### config.mk
export PLATFORM = sky130hd
export DESIGN_NAME = sdc_loader
export DESIGN_NICKNAME = d
export VERILOG_FILES = /design/src/rtl/sdc_pkg.sv /design/src/rtl/sdc_loader.sv /design/src/rtl/sdc_out_divider.sv
export SDC_FILE = /design/constraint.sdc
export NUM_CORES = 1
export LEC_CHECK = 0
export BUFFER_PORTS_ARGS = -buffer_cell sky130_fd_sc_hd__buf_2
export CAP_MARGIN = 20
export CORE_MARGIN = 2
export CORE_UTILIZATION = 35
export DETAILED_ROUTE_END_ITERATION = 8
export PLACE_DENSITY = 0.52
export SKIP_LAST_GASP = 1
export SYNTH_ARGS = -nofsm -noshare
export SYNTH_HDL_FRONTEND = slang
export SYNTH_SLANG_ARGS = --single-unit
### constraint.sdc
create_clock -name clk -period 9.4 [get_ports clk]
set_clock_uncertainty 0.15 [all_clocks]
set_input_delay 1.88 -clock clk [delete_from_list [all_inputs] [get_ports clk]]
set_output_delay 1.88 -clock clk [all_outputs]
set_load 0.05 [all_outputs]
### src/rtl/sdc_pkg.sv
// shared constants of the synthesizer divider configuration loader
package sdc_pkg;
  localparam int FB_W      = 9;
  localparam int OD_W      = 3;
  localparam int SR_W      = 14;
  localparam int SR_FB_LSB = 0;
  localparam int SR_OD_LSB = 9;
  localparam int SR_TS_LSB = 12;
  localparam int REF_DIV   = 16;
  localparam int HALF_W    = 5;
  localparam logic [1:0] MON_LOW  = 2'h0;
  localparam logic [1:0] MON_SDAT = 2'h1;
  localparam logic [1:0] MON_FB   = 2'h2;
  localparam logic [FB_W-1:0] FB_RST = 9'h000;
  localparam logic [OD_W-1:0] OD_RST = 3'h0;

  // half period in clk ticks; clk ticks stand for quarter VCO periods
  function automatic logic [HALF_W-1:0] sdc_half_period(input logic [OD_W-1:0] code);
    logic [HALF_W-1:0] h;
    h = 5'h02;
    unique case (code)
      3'h0: h = 5'h02;
      3'h1: h = 5'h03;
      3'h2: h = 5'h04;
      3'h3: h = 5'h06;
      3'h4: h = 5'h08;
      3'h5: h = 5'h0c;
      3'h6: h = 5'h10;
      3'h7: h = 5'h18;
    endcase
    return h;
  endfunction : sdc_half_period
endpackage : sdc_pkg

### src/rtl/sdc_loader.sv
// configuration loader and dividers of the frequency synthesizer
// Overview of operation
// - divider reset clears dividers, forces outputs
// - divider reset keeps loaded settings
// - serial clock rise shifts serial data in
// - source select high picks crystal reference
// - bypass select low bypasses the PLL
// - parallel strobe low passes pins, monitor low
// - parallel strobe rise latches pin values
// - transfer strobe rise copies shift register
// - transfer strobe fall freezes divider settings
// - transfer strobe high passes shifted data through
// - feedback value is nine-bit unsigned binary
// - output code selects ratio one to twelve
// - output divider keeps fifty percent duty
// - test bits select monitor source
// - reference divided by sixteen before comparison
`timescale 1ns/1ps
module sdc_loader (
  input  wire logic                     clk,                      // 125 MHz clock
  input  wire logic                     arst_n,                   // async reset, active low
  input  wire logic                     divider_reset,            // pin, active high
  input  wire logic                     parallel_latch_strobe_n,  // pin, active low
  input  wire logic [sdc_pkg::FB_W-1:0] feedback_divide_bits,     // parallel feedback value
  input  wire logic [sdc_pkg::OD_W-1:0] output_divide_code,       // parallel output code
  input  wire logic                     serial_clock,             // serial shift clock pin
  input  wire logic                     serial_data,              // serial data pin
  input  wire logic                     serial_load,              // serial transfer strobe
  input  wire logic                     ref_source_select,        // 1 crystal, 0 ref clock
  input  wire logic                     pll_bypass_select,        // 0 bypass, 1 PLL
  input  wire logic                     xtal_clk,                 // crystal oscillator level
  input  wire logic                     ref_clk,                  // single-ended reference
  output logic                          synth_out_true_q,         // true output
  output logic                          synth_out_inverted_q,     // inverted output
  output logic                          test_monitor_q,           // test monitor output
  output logic                          ref_div_q,                // reference divided by 16
  output logic                          fb_div_q,                 // feedback divider output
  output logic                          pll_mode_q,               // 1 PLL mode, 0 bypass
  output logic                          xtal_ref_q,               // 1 crystal reference
  output logic [sdc_pkg::FB_W-1:0]      fb_value_q,               // active feedback value
  output logic [sdc_pkg::OD_W-1:0]      od_code_q,                // active output code
  output logic [1:0]                    mon_sel_q                 // active test-select bits
);
  localparam int PIN_W = 21;

  // two-flop synchronisers for every pin
  logic [PIN_W-1:0] s1_q;
  logic [PIN_W-1:0] s2_q;
  wire  [PIN_W-1:0] pins = {divider_reset, parallel_latch_strobe_n, feedback_divide_bits,
                            output_divide_code, serial_clock, serial_data, serial_load,
                            ref_source_select, pll_bypass_select, xtal_clk, ref_clk};
  always_ff @(posedge clk or negedge arst_n) begin
    if (!arst_n) begin
      s1_q <= '0;
      s2_q <= '0;
    end else begin
      s1_q <= pins;
      s2_q <= s1_q;
    end
  end

  wire                     mr    = s2_q[20];
  wire                     pl_n  = s2_q[19];
  wire [sdc_pkg::FB_W-1:0] p_fb  = s2_q[18:10];
  wire [sdc_pkg::OD_W-1:0] p_od  = s2_q[9:7];
  wire                     sck   = s2_q[6];
  wire                     sdat  = s2_q[5];
  wire                     sld   = s2_q[4];
  wire                     xsel  = s2_q[3];
  wire                     vsel  = s2_q[2];
  wire                     xclk  = s2_q[1];
  wire                     rclk  = s2_q[0];

  // edge detection on synchronised levels
  logic sck_q;
  logic sld_q;
  logic refsrc_q;
  wire  refsrc   = xsel ? xclk : rclk;
  wire  sck_rise = sck & ~sck_q;
  wire  sld_rise = sld & ~sld_q;
  wire  ref_rise = refsrc & ~refsrc_q;
  wire  ser_mode = pl_n;

  // shift register, first bit ends at the top
  logic [sdc_pkg::SR_W-1:0] sr_q;
  wire  [sdc_pkg::SR_W-1:0] sr_next = {sr_q[sdc_pkg::SR_W-2:0], sdat};
  wire  shift_en = ser_mode & sck_rise;

  wire  par_pass = ~pl_n;
  wire  ser_xfer = ser_mode & sld_rise;
  wire  ser_thru = ser_mode & sld & sld_q & shift_en;
  wire  [sdc_pkg::SR_W-1:0] ld_src = ser_thru ? sr_next : sr_q;

  logic [sdc_pkg::FB_W-1:0] fb_value_d;
  logic [sdc_pkg::OD_W-1:0] od_code_d;
  logic [1:0]               mon_sel_d;
  always_comb begin
    fb_value_d = fb_value_q;
    od_code_d  = od_code_q;
    mon_sel_d  = mon_sel_q;
    if (par_pass) begin
      fb_value_d = p_fb;
      od_code_d  = p_od;
    end else if (ser_xfer || ser_thru) begin
      fb_value_d = ld_src[sdc_pkg::SR_FB_LSB +: sdc_pkg::FB_W];
      od_code_d  = ld_src[sdc_pkg::SR_OD_LSB +: sdc_pkg::OD_W];
      mon_sel_d  = ld_src[sdc_pkg::SR_TS_LSB +: 2];
    end
    // a falling transfer strobe leaves the settings frozen
  end

  // edge history starts at the idle pin levels, so reset makes no false edge
  always_ff @(posedge clk or negedge arst_n) begin
    if (!arst_n) begin
      sck_q    <= 1'b0;
      sld_q    <= 1'b0;
      refsrc_q <= 1'b0;
    end else begin
      sck_q    <= sck;
      sld_q    <= sld;
      refsrc_q <= refsrc;
    end
  end

  // shift register moves only on a serial clock rise in serial mode
  always_ff @(posedge clk or negedge arst_n) begin
    if (!arst_n) begin
      sr_q <= '0;
    end else begin
      sr_q <= shift_en ? sr_next : sr_q;
    end
  end

  // settings ignore the divider reset
  always_ff @(posedge clk or negedge arst_n) begin
    if (!arst_n) begin
      fb_value_q <= sdc_pkg::FB_RST;
      od_code_q  <= sdc_pkg::OD_RST;
      mon_sel_q  <= sdc_pkg::MON_LOW;
    end else begin
      fb_value_q <= fb_value_d;
      od_code_q  <= od_code_d;
      mon_sel_q  <= mon_sel_d;
    end
  end

  // reference pre-divider
  logic [3:0] ref_cnt_q;
  wire        ref_wrap = ref_cnt_q == 4'(sdc_pkg::REF_DIV - 1);
  always_ff @(posedge clk or negedge arst_n) begin
    if (!arst_n) begin
      ref_cnt_q <= '0;
      ref_div_q <= 1'b0;
    end else if (mr) begin
      ref_cnt_q <= '0;
      ref_div_q <= 1'b0;
    end else if (ref_rise) begin
      ref_cnt_q <= ref_wrap ? 4'h0 : ref_cnt_q + 4'h1;
      ref_div_q <= ref_cnt_q < 4'(sdc_pkg::REF_DIV / 2 - 1) || ref_wrap;
    end
  end

  // feedback divider, high for the first half of each period
  logic [sdc_pkg::FB_W-1:0] fb_cnt_q;
  wire  [sdc_pkg::FB_W-1:0] fb_last = (fb_value_q == '0) ? '0 : fb_value_q - 9'h001;
  wire  [sdc_pkg::FB_W-1:0] fb_cnt_n = (fb_cnt_q >= fb_last) ? '0 : fb_cnt_q + 9'h001;
  always_ff @(posedge clk or negedge arst_n) begin
    if (!arst_n) begin
      fb_cnt_q <= '0;
      fb_div_q <= 1'b0;
    end else if (mr) begin
      fb_cnt_q <= '0;
      fb_div_q <= 1'b0;
    end else begin
      fb_cnt_q <= fb_cnt_n;
      fb_div_q <= fb_cnt_n < (fb_value_q >> 1) || fb_value_q == 9'h001;
    end
  end

  // output divider runs on the VCO stand-in or on the reference in bypass
  wire  od_tick = vsel ? 1'b1 : ref_rise;
  logic od_phase;
  sdc_out_divider u_od (
    .clk     (clk),
    .arst_n  (arst_n),
    .hold    (mr),
    .tick    (od_tick),
    .code    (od_code_q),
    .phase_q (od_phase)
  );

  logic mon_d;
  always_comb begin
    mon_d = 1'b0;
    if (ser_mode) begin
      unique case (mon_sel_q)
        sdc_pkg::MON_SDAT: mon_d = sdat;
        sdc_pkg::MON_FB:   mon_d = fb_div_q;
        default:           mon_d = 1'b0;
      endcase
    end
  end

  // output pair: the divider reset wins over the divider phase
  always_ff @(posedge clk or negedge arst_n) begin
    if (!arst_n) begin
      synth_out_true_q     <= 1'b0;
      synth_out_inverted_q <= 1'b1;
      test_monitor_q       <= 1'b0;
    end else begin
      synth_out_true_q     <= ~mr & od_phase;
      synth_out_inverted_q <= mr | ~od_phase;
      test_monitor_q       <= mon_d;
    end
  end

  // registered copies of the mode pins for the analog side
  always_ff @(posedge clk or negedge arst_n) begin
    if (!arst_n) begin
      pll_mode_q <= 1'b0;
      xtal_ref_q <= 1'b0;
    end else begin
      pll_mode_q <= vsel;
      xtal_ref_q <= xsel;
    end
  end
endmodule : sdc_loader

### src/rtl/sdc_out_divider.sv
// output divider with even half periods for every ratio
`timescale 1ns/1ps
module sdc_out_divider (
  input  wire logic                        clk,      // system clock
  input  wire logic                        arst_n,   // async reset, active low
  input  wire logic                        hold,     // divider held in reset
  input  wire logic                        tick,     // source advance
  input  wire logic [sdc_pkg::OD_W-1:0]    code,     // output divide code
  output logic                             phase_q   // divided phase
);
  logic [sdc_pkg::HALF_W-1:0] cnt_q;
  logic [sdc_pkg::HALF_W-1:0] cnt_d;
  logic                       phase_d;
  wire  [sdc_pkg::HALF_W-1:0] half = sdc_pkg::sdc_half_period(code);
  wire                        wrap = (cnt_q + 5'h01) >= half;

  always_comb begin
    cnt_d   = cnt_q;
    phase_d = phase_q;
    if (hold) begin
      cnt_d   = '0;
      phase_d = 1'b0;
    end else if (tick) begin
      cnt_d   = wrap ? '0 : cnt_q + 5'h01;
      phase_d = wrap ? ~phase_q : phase_q;
    end
  end

  always_ff @(posedge clk or negedge arst_n) begin
    if (!arst_n) begin
      cnt_q   <= '0;
      phase_q <= 1'b0;
    end else begin
      cnt_q   <= cnt_d;
      phase_q <= phase_d;
    end
  end
endmodule : sdc_out_divider

==> results.json, run 1 <==
{
  "yosysMostFrequentCell": "dfrtp_1",
  "dr_total_vias": 2772,
  "track_usage_pct": 13.57,
  "yosysTopAreaCell": "dfrtp_1",
  "finalPower_mw": 1.097,
  "max_freq_mhz": 248.9,
  "first_pass_iters": 6,
  "clock_latency_ns": 0.35,
  "antenna_found_initial": 0,
  "die_width_um": 116.1,
  "crit_type": "reg -> reg",
  "final.setup.tns_ns": 0,
  "num_rows": 40,
  "hp-start": "s1_q[11]$_DFF_PN0_",
  "drv_cap": 0,
  "cts_resized": 0,
  "place_hpwl_mm": 5.640,
  "path_buf_inv": 1,
  "ys_types": 44,
  "synth_top_area_share_pct": 55.71,
  "finalCriticalPeriod_ns": 4.017,
  "layout-drive-gt1-share_pct": 21.29,
  "crit_path_top_delay_cell": "dfrtp_1",
  "required_ns": 9.53,
  "final_cells": 586,
  "crit_path_cell_trace": "nor3_1 -> nand3_1 -> nor3_1 -> xnor2_1 -> nand2_1 -> ha_1 -> nand4_1 -> nor3_2 -> a2111oi_4 -> o31ai_2 -> buf_4 -> nor2_1 -> ha_1 -> a21o_1 -> a211oi_1 -> o21ai_0 -> a2bb2oi_1",
  "worstRegToRegCells": 17,
  "synth_area_mm2": 0.004402,
  "post_cts_buffers": 0,
  "wl_per_cell_um": 13.78,
  "cp-end-kind": "register",
  "synth.avg_cell_area_um2": 12.03,
  "cp_max_fo": 17,
  "finalWirelength_mm": 8.078,
  "io_pins": 44,
  "die_y_um": 116.1,
  "fp.dieArea_mm2": 0.01349,
  "drc": 0,
  "status": "completed",
  "final_util_pct": 42.09,
  "synth_warnings": 0,
  "crit_path_start_kind": "register",
  "cts_sinks": 99,
  "arrival_ns": 4.15,
  "yosys_register_bits": 99,
  "synth_common_cells": "dfrtp_1 (98), ha_1 (28), o21ai_0 (22)",
  "holdPathStages": 0,
  "grt_pass1_wl_mm": 13.84,
  "core_mm2": 0.01216,
  "cts_tree": "yes",
  "drt_iter0_markers": 75,
  "worst_pin_slew_ns": 1.025,
  "p_per_area_mw_per_mm2": 214.3,
  "gp_congestion": 0.8045,
  "path_delay_family": "simple AND/OR/NAND/NOR gates",
  "period_share_pct": 42.73,
  "clkTransAtPathRegs_ns": 0.07,
  "timing_hold_violations_final": 0,
  "antenna_cells": 0,
  "final_antenna_net_count": 0,
  "start_util_pct": 36.19,
  "p_leak_nw": 2.475,
  "first_global_vias": 2782,
  "async_flop_share_pct": 100.0,
  "irDropWorstVdd_mv": 0.1187,
  "rsz0062_at_grt": "false",
  "nFillCells": 1162,
  "hold_class": "reg -> reg",
  "cts-buffers-inserted": 9,
  "cp.depth": 17,
  "finalMaxSlewViolations": 0,
  "maxSlewHeadroom_pct": 31.45,
  "hold_buffers": 0,
  "r2r-start": "fb_value_q[2]$_DFFE_PN0P_",
  "ctsHtreeMaxLevel": 3,
  "finalHoldWorstSlack_ns": 0.1983,
  "critPathMaxStageDelay_ns": 0.45,
  "syn2layout_area_growth_pct": 16.29,
  "dp.cells": 569,
  "synthTopCellsByArea": "dfrtp_1 (56%), ha_1 (8.0%), mux2i_1 (4.1%)",
  "startpoint": "fb_value_q[2]$_DFFE_PN0P_",
  "cts_root_buf": "clkbuf_16",
  "port-buffer-count": 43,
  "via_per_inst": 4.730,
  "finalSetupViolations": 0,
  "synth_fp_nets": 417,
  "synth-edff-count": 0,
  "grt_max_degree": 86,
  "netlist_instances": 366,
  "fin_nets": 464,
  "grt-ovfl-total": 0,
  "clockBufferDepth": 2,
  "ys_seq_area_share_pct": 56.31,
  "ys.flop_type": "dfrtp_1"
}
==> cell families after synthesis <==
logic type      synth area share, %
simple gates                  12.85
flops                         56.31
compound gates                8.357
mux                           8.527
fa+ha+maj                     7.959
buf+inv                       2.814
xor+xnor                      3.184
==> layout by cell type (no fill, tap or decap), types with 5 or more instances in the layout <==
cell type / Yosys / layout
a21oi_1: 17 / 17
buf_2: 3 / 42
clkbuf_16: 0 / 9
dfrtp_1: 98 / 98
ha_1: 28 / 28
inv_1: 16 / 16
mux2_2: 16 / 16
mux2i_1: 18 / 18
nand2_1: 21 / 21
nand2b_1: 9 / 9
nand3_1: 9 / 9
nand4_1: 5 / 5
nor2_1: 18 / 18
nor2b_1: 14 / 14
nor3_1: 11 / 11
nor3_2: 5 / 5
o21ai_0: 22 / 22
xnor2_1: 7 / 7
xor2_1: 9 / 9
==> power breakdown <==
| part | internal (mW) | switching [mW] |
|---|---|---|
| clock network | 0.217 | 0.163 |
| logic | 0.0831 | 0.117 |
| registers | 0.472 | 0.0448 |
==> registers in the layout, summed over array words and instances, names as in the netlist, 2 cells and up <==
register,count
s1_q,21
s2_q,21
sr_q,14
fb_cnt_q,9
fb_value_q,9
u_od.cnt_q,5
ref_cnt_q,4
od_code_q,3
mon_sel_q,2
==> worst reg2reg max path, cell delays in order (launching register included) <==
cell,delay (ns)
dfrtp_1,0.45
nor3_1,0.42
nand3_1,0.19
nor3_1,0.22
xnor2_1,0.16
nand2_1,0.10
ha_1,0.30
nand4_1,0.15
nor3_2,0.08
a2111oi_4,0.33
o31ai_2,0.10
buf_4,0.21
nor2_1,0.17
ha_1,0.27
a21o_1,0.16
a211oi_1,0.23
o21ai_0,0.12
a2bb2oi_1,0.15
==> layer usage <==
layer / global-route usage [%] / up-vias / routed length (um)
met2: 20.62 / 39 / 3748
met3: 3.892 / 14 / 314
met1: 17.74 / 1356 / 3838
met4: 7.063 / 0 / 177
li1: - / 1363 / -
met5: 0 / - / 0
==> final timing paths <==
check                                            endpoint  slack [ns]
min in group asynchronous              s2_q[14]$_DFF_PN0_        1.22
max                                    fb_div_q$_DFF_PN0_        5.38
max in group asynchronous  synth_out_inverted_q$_DFF_PN1_        6.89
max reg2reg                            fb_div_q$_DFF_PN0_        5.38
min reg2reg                            s2_q[11]$_DFF_PN0_        0.20
min                                    s2_q[11]$_DFF_PN0_        0.20
==> final cells by class <==
| cell class | count | area, um^2 | area share (%) |
|---|---|---|---|
| timing repair buffer | 47 | 267.8 | 5.231 |
| inverter | 16 | 60.06 | 1.173 |
| clock inverter | 4 | 56.30 | 1.100 |
| multi-input combinational | 240 | 1799 | 35.15 |
| clock buffer | 12 | 246.5 | 4.815 |
| sequential | 99 | 2479 | 48.42 |
| tap | 168 | 210.2 | 4.107 |
==> metrics by stage <==
stage          cell area [um^2]  worst slack [ns]
2_1_floorplan              4402             5.545
3_3_place_gp               4788             5.565
3_5_place_dp               4788             5.408
4_1_cts                    5091             5.409
5_1_grt                    5119             5.031
6_report                   5119             5.383
Power figures use the tool's default switching activity.
==> run 2: changes to the inputs <==
==> constraint.sdc (replaced) <==
create_clock -name clk -period 4.1 [get_ports clk]
set_clock_uncertainty 0.15 [all_clocks]
set_input_delay 0.82 -clock clk [delete_from_list [all_inputs] [get_ports clk]]
set_output_delay 0.82 -clock clk [all_outputs]
set_load 0.05 [all_outputs]
==> results.json, run 2 (synthesized netlist as in run 1, its figures left out) <==
{
  "crit_type": "reg -> reg",
  "fin_nets": 470,
  "hold_class": "reg -> reg",
  "track_usage_pct": 13.86,
  "maxSlewHeadroom_pct": 46.48,
  "drc": 0,
  "cts_root_buf": "clkbuf_16",
  "die_y_um": 116.1,
  "finalCriticalPeriod_ns": 3.833,
  "final_cell_mix": "dfrtp_1 (98), buf_2 (42), ha_1 (27)",
  "final_cells": 590,
  "grt_max_degree": 57,
  "crit_path_start_kind": "register",
  "num_rows": 40,
  "port-buffer-count": 43,
  "fp.dieArea_mm2": 0.01349,
  "required_ns": 4.22,
  "cts_tree": "yes",
  "arrival_ns": 3.95,
  "finalHoldWorstSlack_ns": 0.1937,
  "core_mm2": 0.01216,
  "via_per_inst": 4.737,
  "irDropWorstVdd_mv": 0.3079,
  "critPathMaxStageDelay_ns": 0.47,
  "cp-end-kind": "register",
  "grt-ovfl-total": 0,
  "clkTransAtPathRegs_ns": 0.07,
  "finalSetupViolations": 0,
  "antenna_cells": 0,
  "status": "completed",
  "finalPower_mw": 2.492,
  "p_per_area_mw_per_mm2": 483.5,
  "clockBufferDepth": 2,
  "cts_sinks": 99,
  "reg_top3": "s1_q x21, s2_q x21, sr_q x14",
  "die_width_um": 116.1,
  "max_freq_mhz": 260.9,
  "final.setup.tns_ns": 0,
  "first_global_vias": 2726,
  "dr_total_vias": 2795,
  "path_buf_inv": 1,
  "place_hpwl_mm": 5.804,
  "io_pins": 44,
  "wl_per_cell_um": 14.04,
  "ctsHtreeMaxLevel": 3,
  "antenna_found_initial": 0,
  "cp_max_fo": 10,
  "layout_commonest_cell": "dfrtp_1",
  "finalWirelength_mm": 8.285,
  "drt_iter0_markers": 96,
  "first_pass_iters": 4,
  "path_delay_family": "compound AO/OA/AOI/OAI gates",
  "timing_hold_violations_final": 0,
  "p_leak_nw": 2.491,
  "start_util_pct": 36.19,
  "nFillCells": 1164,
  "grt_pass1_wl_mm": 14.16,
  "cts-buffers-inserted": 9,
  "crit_path_cell_trace": "inv_1 -> ha_2 -> nand2_1 -> o41ai_1 -> ha_1 -> nand4_1 -> nor3_2 -> a2111oi_4 -> o31ai_4 -> nor2_1 -> ha_1 -> a211oi_1 -> nor2_1 -> nor3_1 -> o21ai_0 -> a2bb2oi_1",
  "finalMaxSlewViolations": 0,
  "hold_buffers": 0,
  "period_share_pct": 93.49,
  "r2r_slack_ns": 0.27,
  "layout-drive-gt1-share_pct": 22.99,
  "final_antenna_net_count": 0,
  "drv_cap": 0,
  "gp_congestion": 0.8322,
  "dp.cells": 573,
  "crit_path_top_delay_cell": "dfrtp_1",
  "worst_pin_slew_ns": 0.8028,
  "clock_latency_ns": 0.35,
  "syn2layout_area_growth_pct": 17.08
}
-- run 2: cell count changes in the layout (fill, tap and decap cells not counted), sizes merged --
cell and delta:
buf +6, clkbuf -3, clkinv +1, clkinvlp +1
inv -1
-- run 2: layer usage --
| layer | global-route usage [%] | wire, um |
|---|---|---|
| met5 | 0 | 0 |
| met3 | 4.463 | 352 |
| met1 | 18.99 | 3938 |
| met2 | 20.43 | 3843 |
| met4 | 5.714 | 150 |
-- run 2: what timing repair did --
| action | 4_1_cts | 5_1_grt |
|---|---|---|
| resized for setup | 0 | 4 |
| endpoints found under the setup margin | 0 | 1 |
| setup buffers | 0 | 3 |
-- run 2: cell type report --
type / count / area (um^2) / share of cell area (%)
Sequential cell: 99 / 2479 / 48.09
Multi-Input combinational cell: 240 / 1824 / 35.40
Timing Repair Buffer: 53 / 292.8 / 5.681
Clock buffer: 9 / 225.2 / 4.370
Tap cell: 168 / 210.2 / 4.079
Clock inverter: 5 / 62.56 / 1.214
Inverter: 16 / 60.06 / 1.165
-- run 2: worst reg2reg max path, delay by kind of cell, from the launching register on --
family                   cells  cell delay, ns
adder cells (fa/ha/maj)      3            0.84
flip-flops                   1            0.47
AND/OR/NAND/NOR              6            0.73
buffers and inverters        1            0.14
AO/OA/AOI/OAI                6            1.44
-- run 2: worst paths after layout --
kind / startpoint / to / depth (start not counted)
hold / removal: s1_q[11]$_DFF_PN0_ / s2_q[11]$_DFF_PN0_ / 0
min in group asynchronous: arst_n / s1_q[13]$_DFF_PN0_ / 1
setup reg to reg: fb_value_q[1]$_DFFE_PN0P_ / fb_div_q$_DFF_PN0_ / 16
hold reg to reg: s1_q[11]$_DFF_PN0_ / s2_q[11]$_DFF_PN0_ / 0
setup / recovery: fb_value_q[1]$_DFFE_PN0P_ / fb_div_q$_DFF_PN0_ / 16
max in group asynchronous: arst_n / synth_out_inverted_q$_DFF_PN1_ / 2
-- run 2: report_power, final --
part / switching [mW] / internal (mW)
clock network: 0.363 / 0.471
registers: 0.108 / 1.08
logic: 0.272 / 0.196
-- run 2: stage by stage --
stage,cell area (um^2),setup WS (ns),utilization [%]
2_1_floorplan,4402,0.2447,-
3_3_place_gp,4818,0.3363,39.62
3_5_place_dp,4818,0.2773,39.62
4_1_cts,5106,0.2590,41.99
5_1_grt,5154,-0.03420,42.38
6_report,5154,0.2668,42.38
==> run 3: changes to the inputs <==
--- a/config.mk
+++ b/config.mk
@@ -10,7 +10,7 @@
 export CORE_MARGIN = 2
 export CORE_UTILIZATION = 35
 export DETAILED_ROUTE_END_ITERATION = 8
-export PLACE_DENSITY = 0.52
+export PLACE_DENSITY_LB_ADDON = 0.1
 export SKIP_LAST_GASP = 1
 export SYNTH_ARGS = -nofsm -noshare
 export SYNTH_HDL_FRONTEND = slang
==> results.json, run 3 (synthesized netlist as in run 1, its figures left out) <==
{
  "route.met3.wl_um": 304,
  "dp_slack_ns": 0.3592,
  "grt_pass1_wl_mm": 14.00,
  "worst_pin_slew_ns": 0.7711,
  "critPathMaxStageDelay_ns": 0.41,
  "final.setup.tns_ns": 0,
  "final_antenna_net_count": 0,
  "fp.dieArea_mm2": 0.01349,
  "max_freq_mhz": 267.9,
  "drc": 0,
  "num_rows": 40,
  "route.met2.wl_mm": 3.998,
  "fin_nets": 474,
  "crit_path_top_delay_cell": "dfrtp_1",
  "first_global_vias": 2804,
  "start_util_pct": 36.19,
  "grt-ovfl-total": 0,
  "hold_class": "reg -> reg",
  "drt_iter0_markers": 69,
  "cts_root_buf": "clkbuf_16",
  "die_width_um": 116.1,
  "layout-drive-gt1-share_pct": 23.60,
  "finalMaxSlewViolations": 0,
  "antenna_cells": 0,
  "die_y_um": 116.1,
  "clockBufferDepth": 2,
  "cts_sinks": 99,
  "arrival_ns": 3.86,
  "finalPower_mw": 2.598,
  "finalWirelength_mm": 8.332,
  "place_hpwl_mm": 6.007,
  "period_share_pct": 91.03,
  "cp-end-kind": "register",
  "grt_max_degree": 48,
  "finalCriticalPeriod_ns": 3.732,
  "layout_commonest_cell": "dfrtp_1",
  "final_cells": 596,
  "crit_path_start_kind": "register",
  "wl_per_cell_um": 13.98,
  "reg_top3": "s1_q x21, s2_q x21, sr_q x14",
  "io_pins": 44,
  "p_leak_nw": 2.535,
  "cts-buffers-inserted": 9,
  "required_ns": 4.22,
  "hold_buffers": 0,
  "dp.cells": 580,
  "maxSlewHeadroom_pct": 48.59,
  "clkTransAtPathRegs_ns": 0.07,
  "ctsHtreeMaxLevel": 3,
  "cp_max_fo": 10,
  "timing_hold_violations_final": 0,
  "p_per_area_mw_per_mm2": 498.0,
  "irDropWorstVdd_mv": 0.2600,
  "finalSetupViolations": 0,
  "top_layer": "met4",
  "cts_tree": "yes",
  "status": "completed",
  "first_pass_iters": 4,
  "drv_cap": 0,
  "track_usage_pct": 13.70,
  "gp_congestion": 0.8083,
  "startpoint": "fb_value_q[3]$_DFFE_PN0P_",
  "syn2layout_area_growth_pct": 18.50,
  "crit_path_cell_trace": "nor3_1 -> buf_4 -> nand2_1 -> o41ai_1 -> ha_1 -> nand4_1 -> nor3_2 -> a2111oi_4 -> o31ai_2 -> nor2_1 -> ha_1 -> a211oi_1 -> nor2_1 -> nor3_1 -> o21ai_0 -> a2bb2oi_1",
  "fin_ws_ns": 0.3678,
  "drt-met1-wl_mm": 3.885,
  "via_per_inst": 4.683,
  "core_mm2": 0.01216,
  "dr_total_vias": 2791,
  "r2r-start": "fb_value_q[3]$_DFFE_PN0P_",
  "final_cell_mix": "dfrtp_1 (98), buf_2 (42), ha_1 (28)",
  "port-buffer-count": 43,
  "antenna_found_initial": 0,
  "rsz0062_at_grt": "false",
  "crit_type": "reg -> reg",
  "hp-start": "s1_q[18]$_DFF_PN0_",
  "clock_latency_ns": 0.35
}
## run 3: stage by stage
step / utilization, % / hold slack, ns / area, um^2
after global placement: 39.99 / 0.1825 / 4863
after global routing: 42.89 / 0.2048 / 5216
after detailed placement: 40.08 / 0.1847 / 4875
after CTS: 42.82 / 0.2001 / 5207
after floorplan: - / 0.1812 / 4402
final: 42.89 / 0.1985 / 5216
## run 3: layout make-up
| class | count | area, um^2 |
|---|---|---|
| fillers | 1172 | 6945 |
| flip-flops and latches | 99 | 2479 |
| multi-input cells | 240 | 1808 |
| repair buffers | 57 | 326.6 |
| clock buffers | 10 | 239.0 |
| well taps | 168 | 210.2 |
| clock inverters | 6 | 93.84 |
| inverters | 16 | 60.06 |
## run 3: worst paths after layout
kind / to / slack [ns] / depth (start not counted)
min in group asynchronous: s2_q[3]$_DFF_PN0_ / 0.33 / 1
max: fb_div_q$_DFF_PN0_ / 0.37 / 16
min reg2reg: s2_q[18]$_DFF_PN0_ / 0.20 / 0
max in group asynchronous: mon_sel_q[1]$_DFFE_PN0P_ / 2.70 / 2
min: s2_q[18]$_DFF_PN0_ / 0.20 / 0
max reg2reg: fb_div_q$_DFF_PN0_ / 0.37 / 16
## run 3: critical path: cells and delay by family (launching register included)
kind | cells | cell delay, ns
AND/OR/NAND/NOR | 7 | 0.97
AO/OA/AOI/OAI | 6 | 1.33
adder cells (fa/ha/maj) | 2 | 0.62
flip-flops | 1 | 0.41
buffers and inverters | 1 | 0.17
## run 3: repair_timing
| item | CTS | global route |
|---|---|---|
| setup buffers | 0 | 0 |
| endpoints found under the hold margin | 0 | 0 |
| resized for setup | 0 | 1 |
| endpoints found under the setup margin | 0 | 1 |
## run 3: routing by layer
layer / vias to the layer above / GRT usage (%)
li1: 1393 / -
met1: 1347 / 17.43
met2: 40 / 21.87
met3: 11 / 4.826
met4: 0 / 4.762
met5: - / 0
## run 3: power breakdown
part / internal, mW / switching, mW / total [mW]
Combinational: 0.204 / 0.282 / 0.486
Sequential: 1.08 / 0.0926 / 1.17
Clock: 0.558 / 0.380 / 0.937
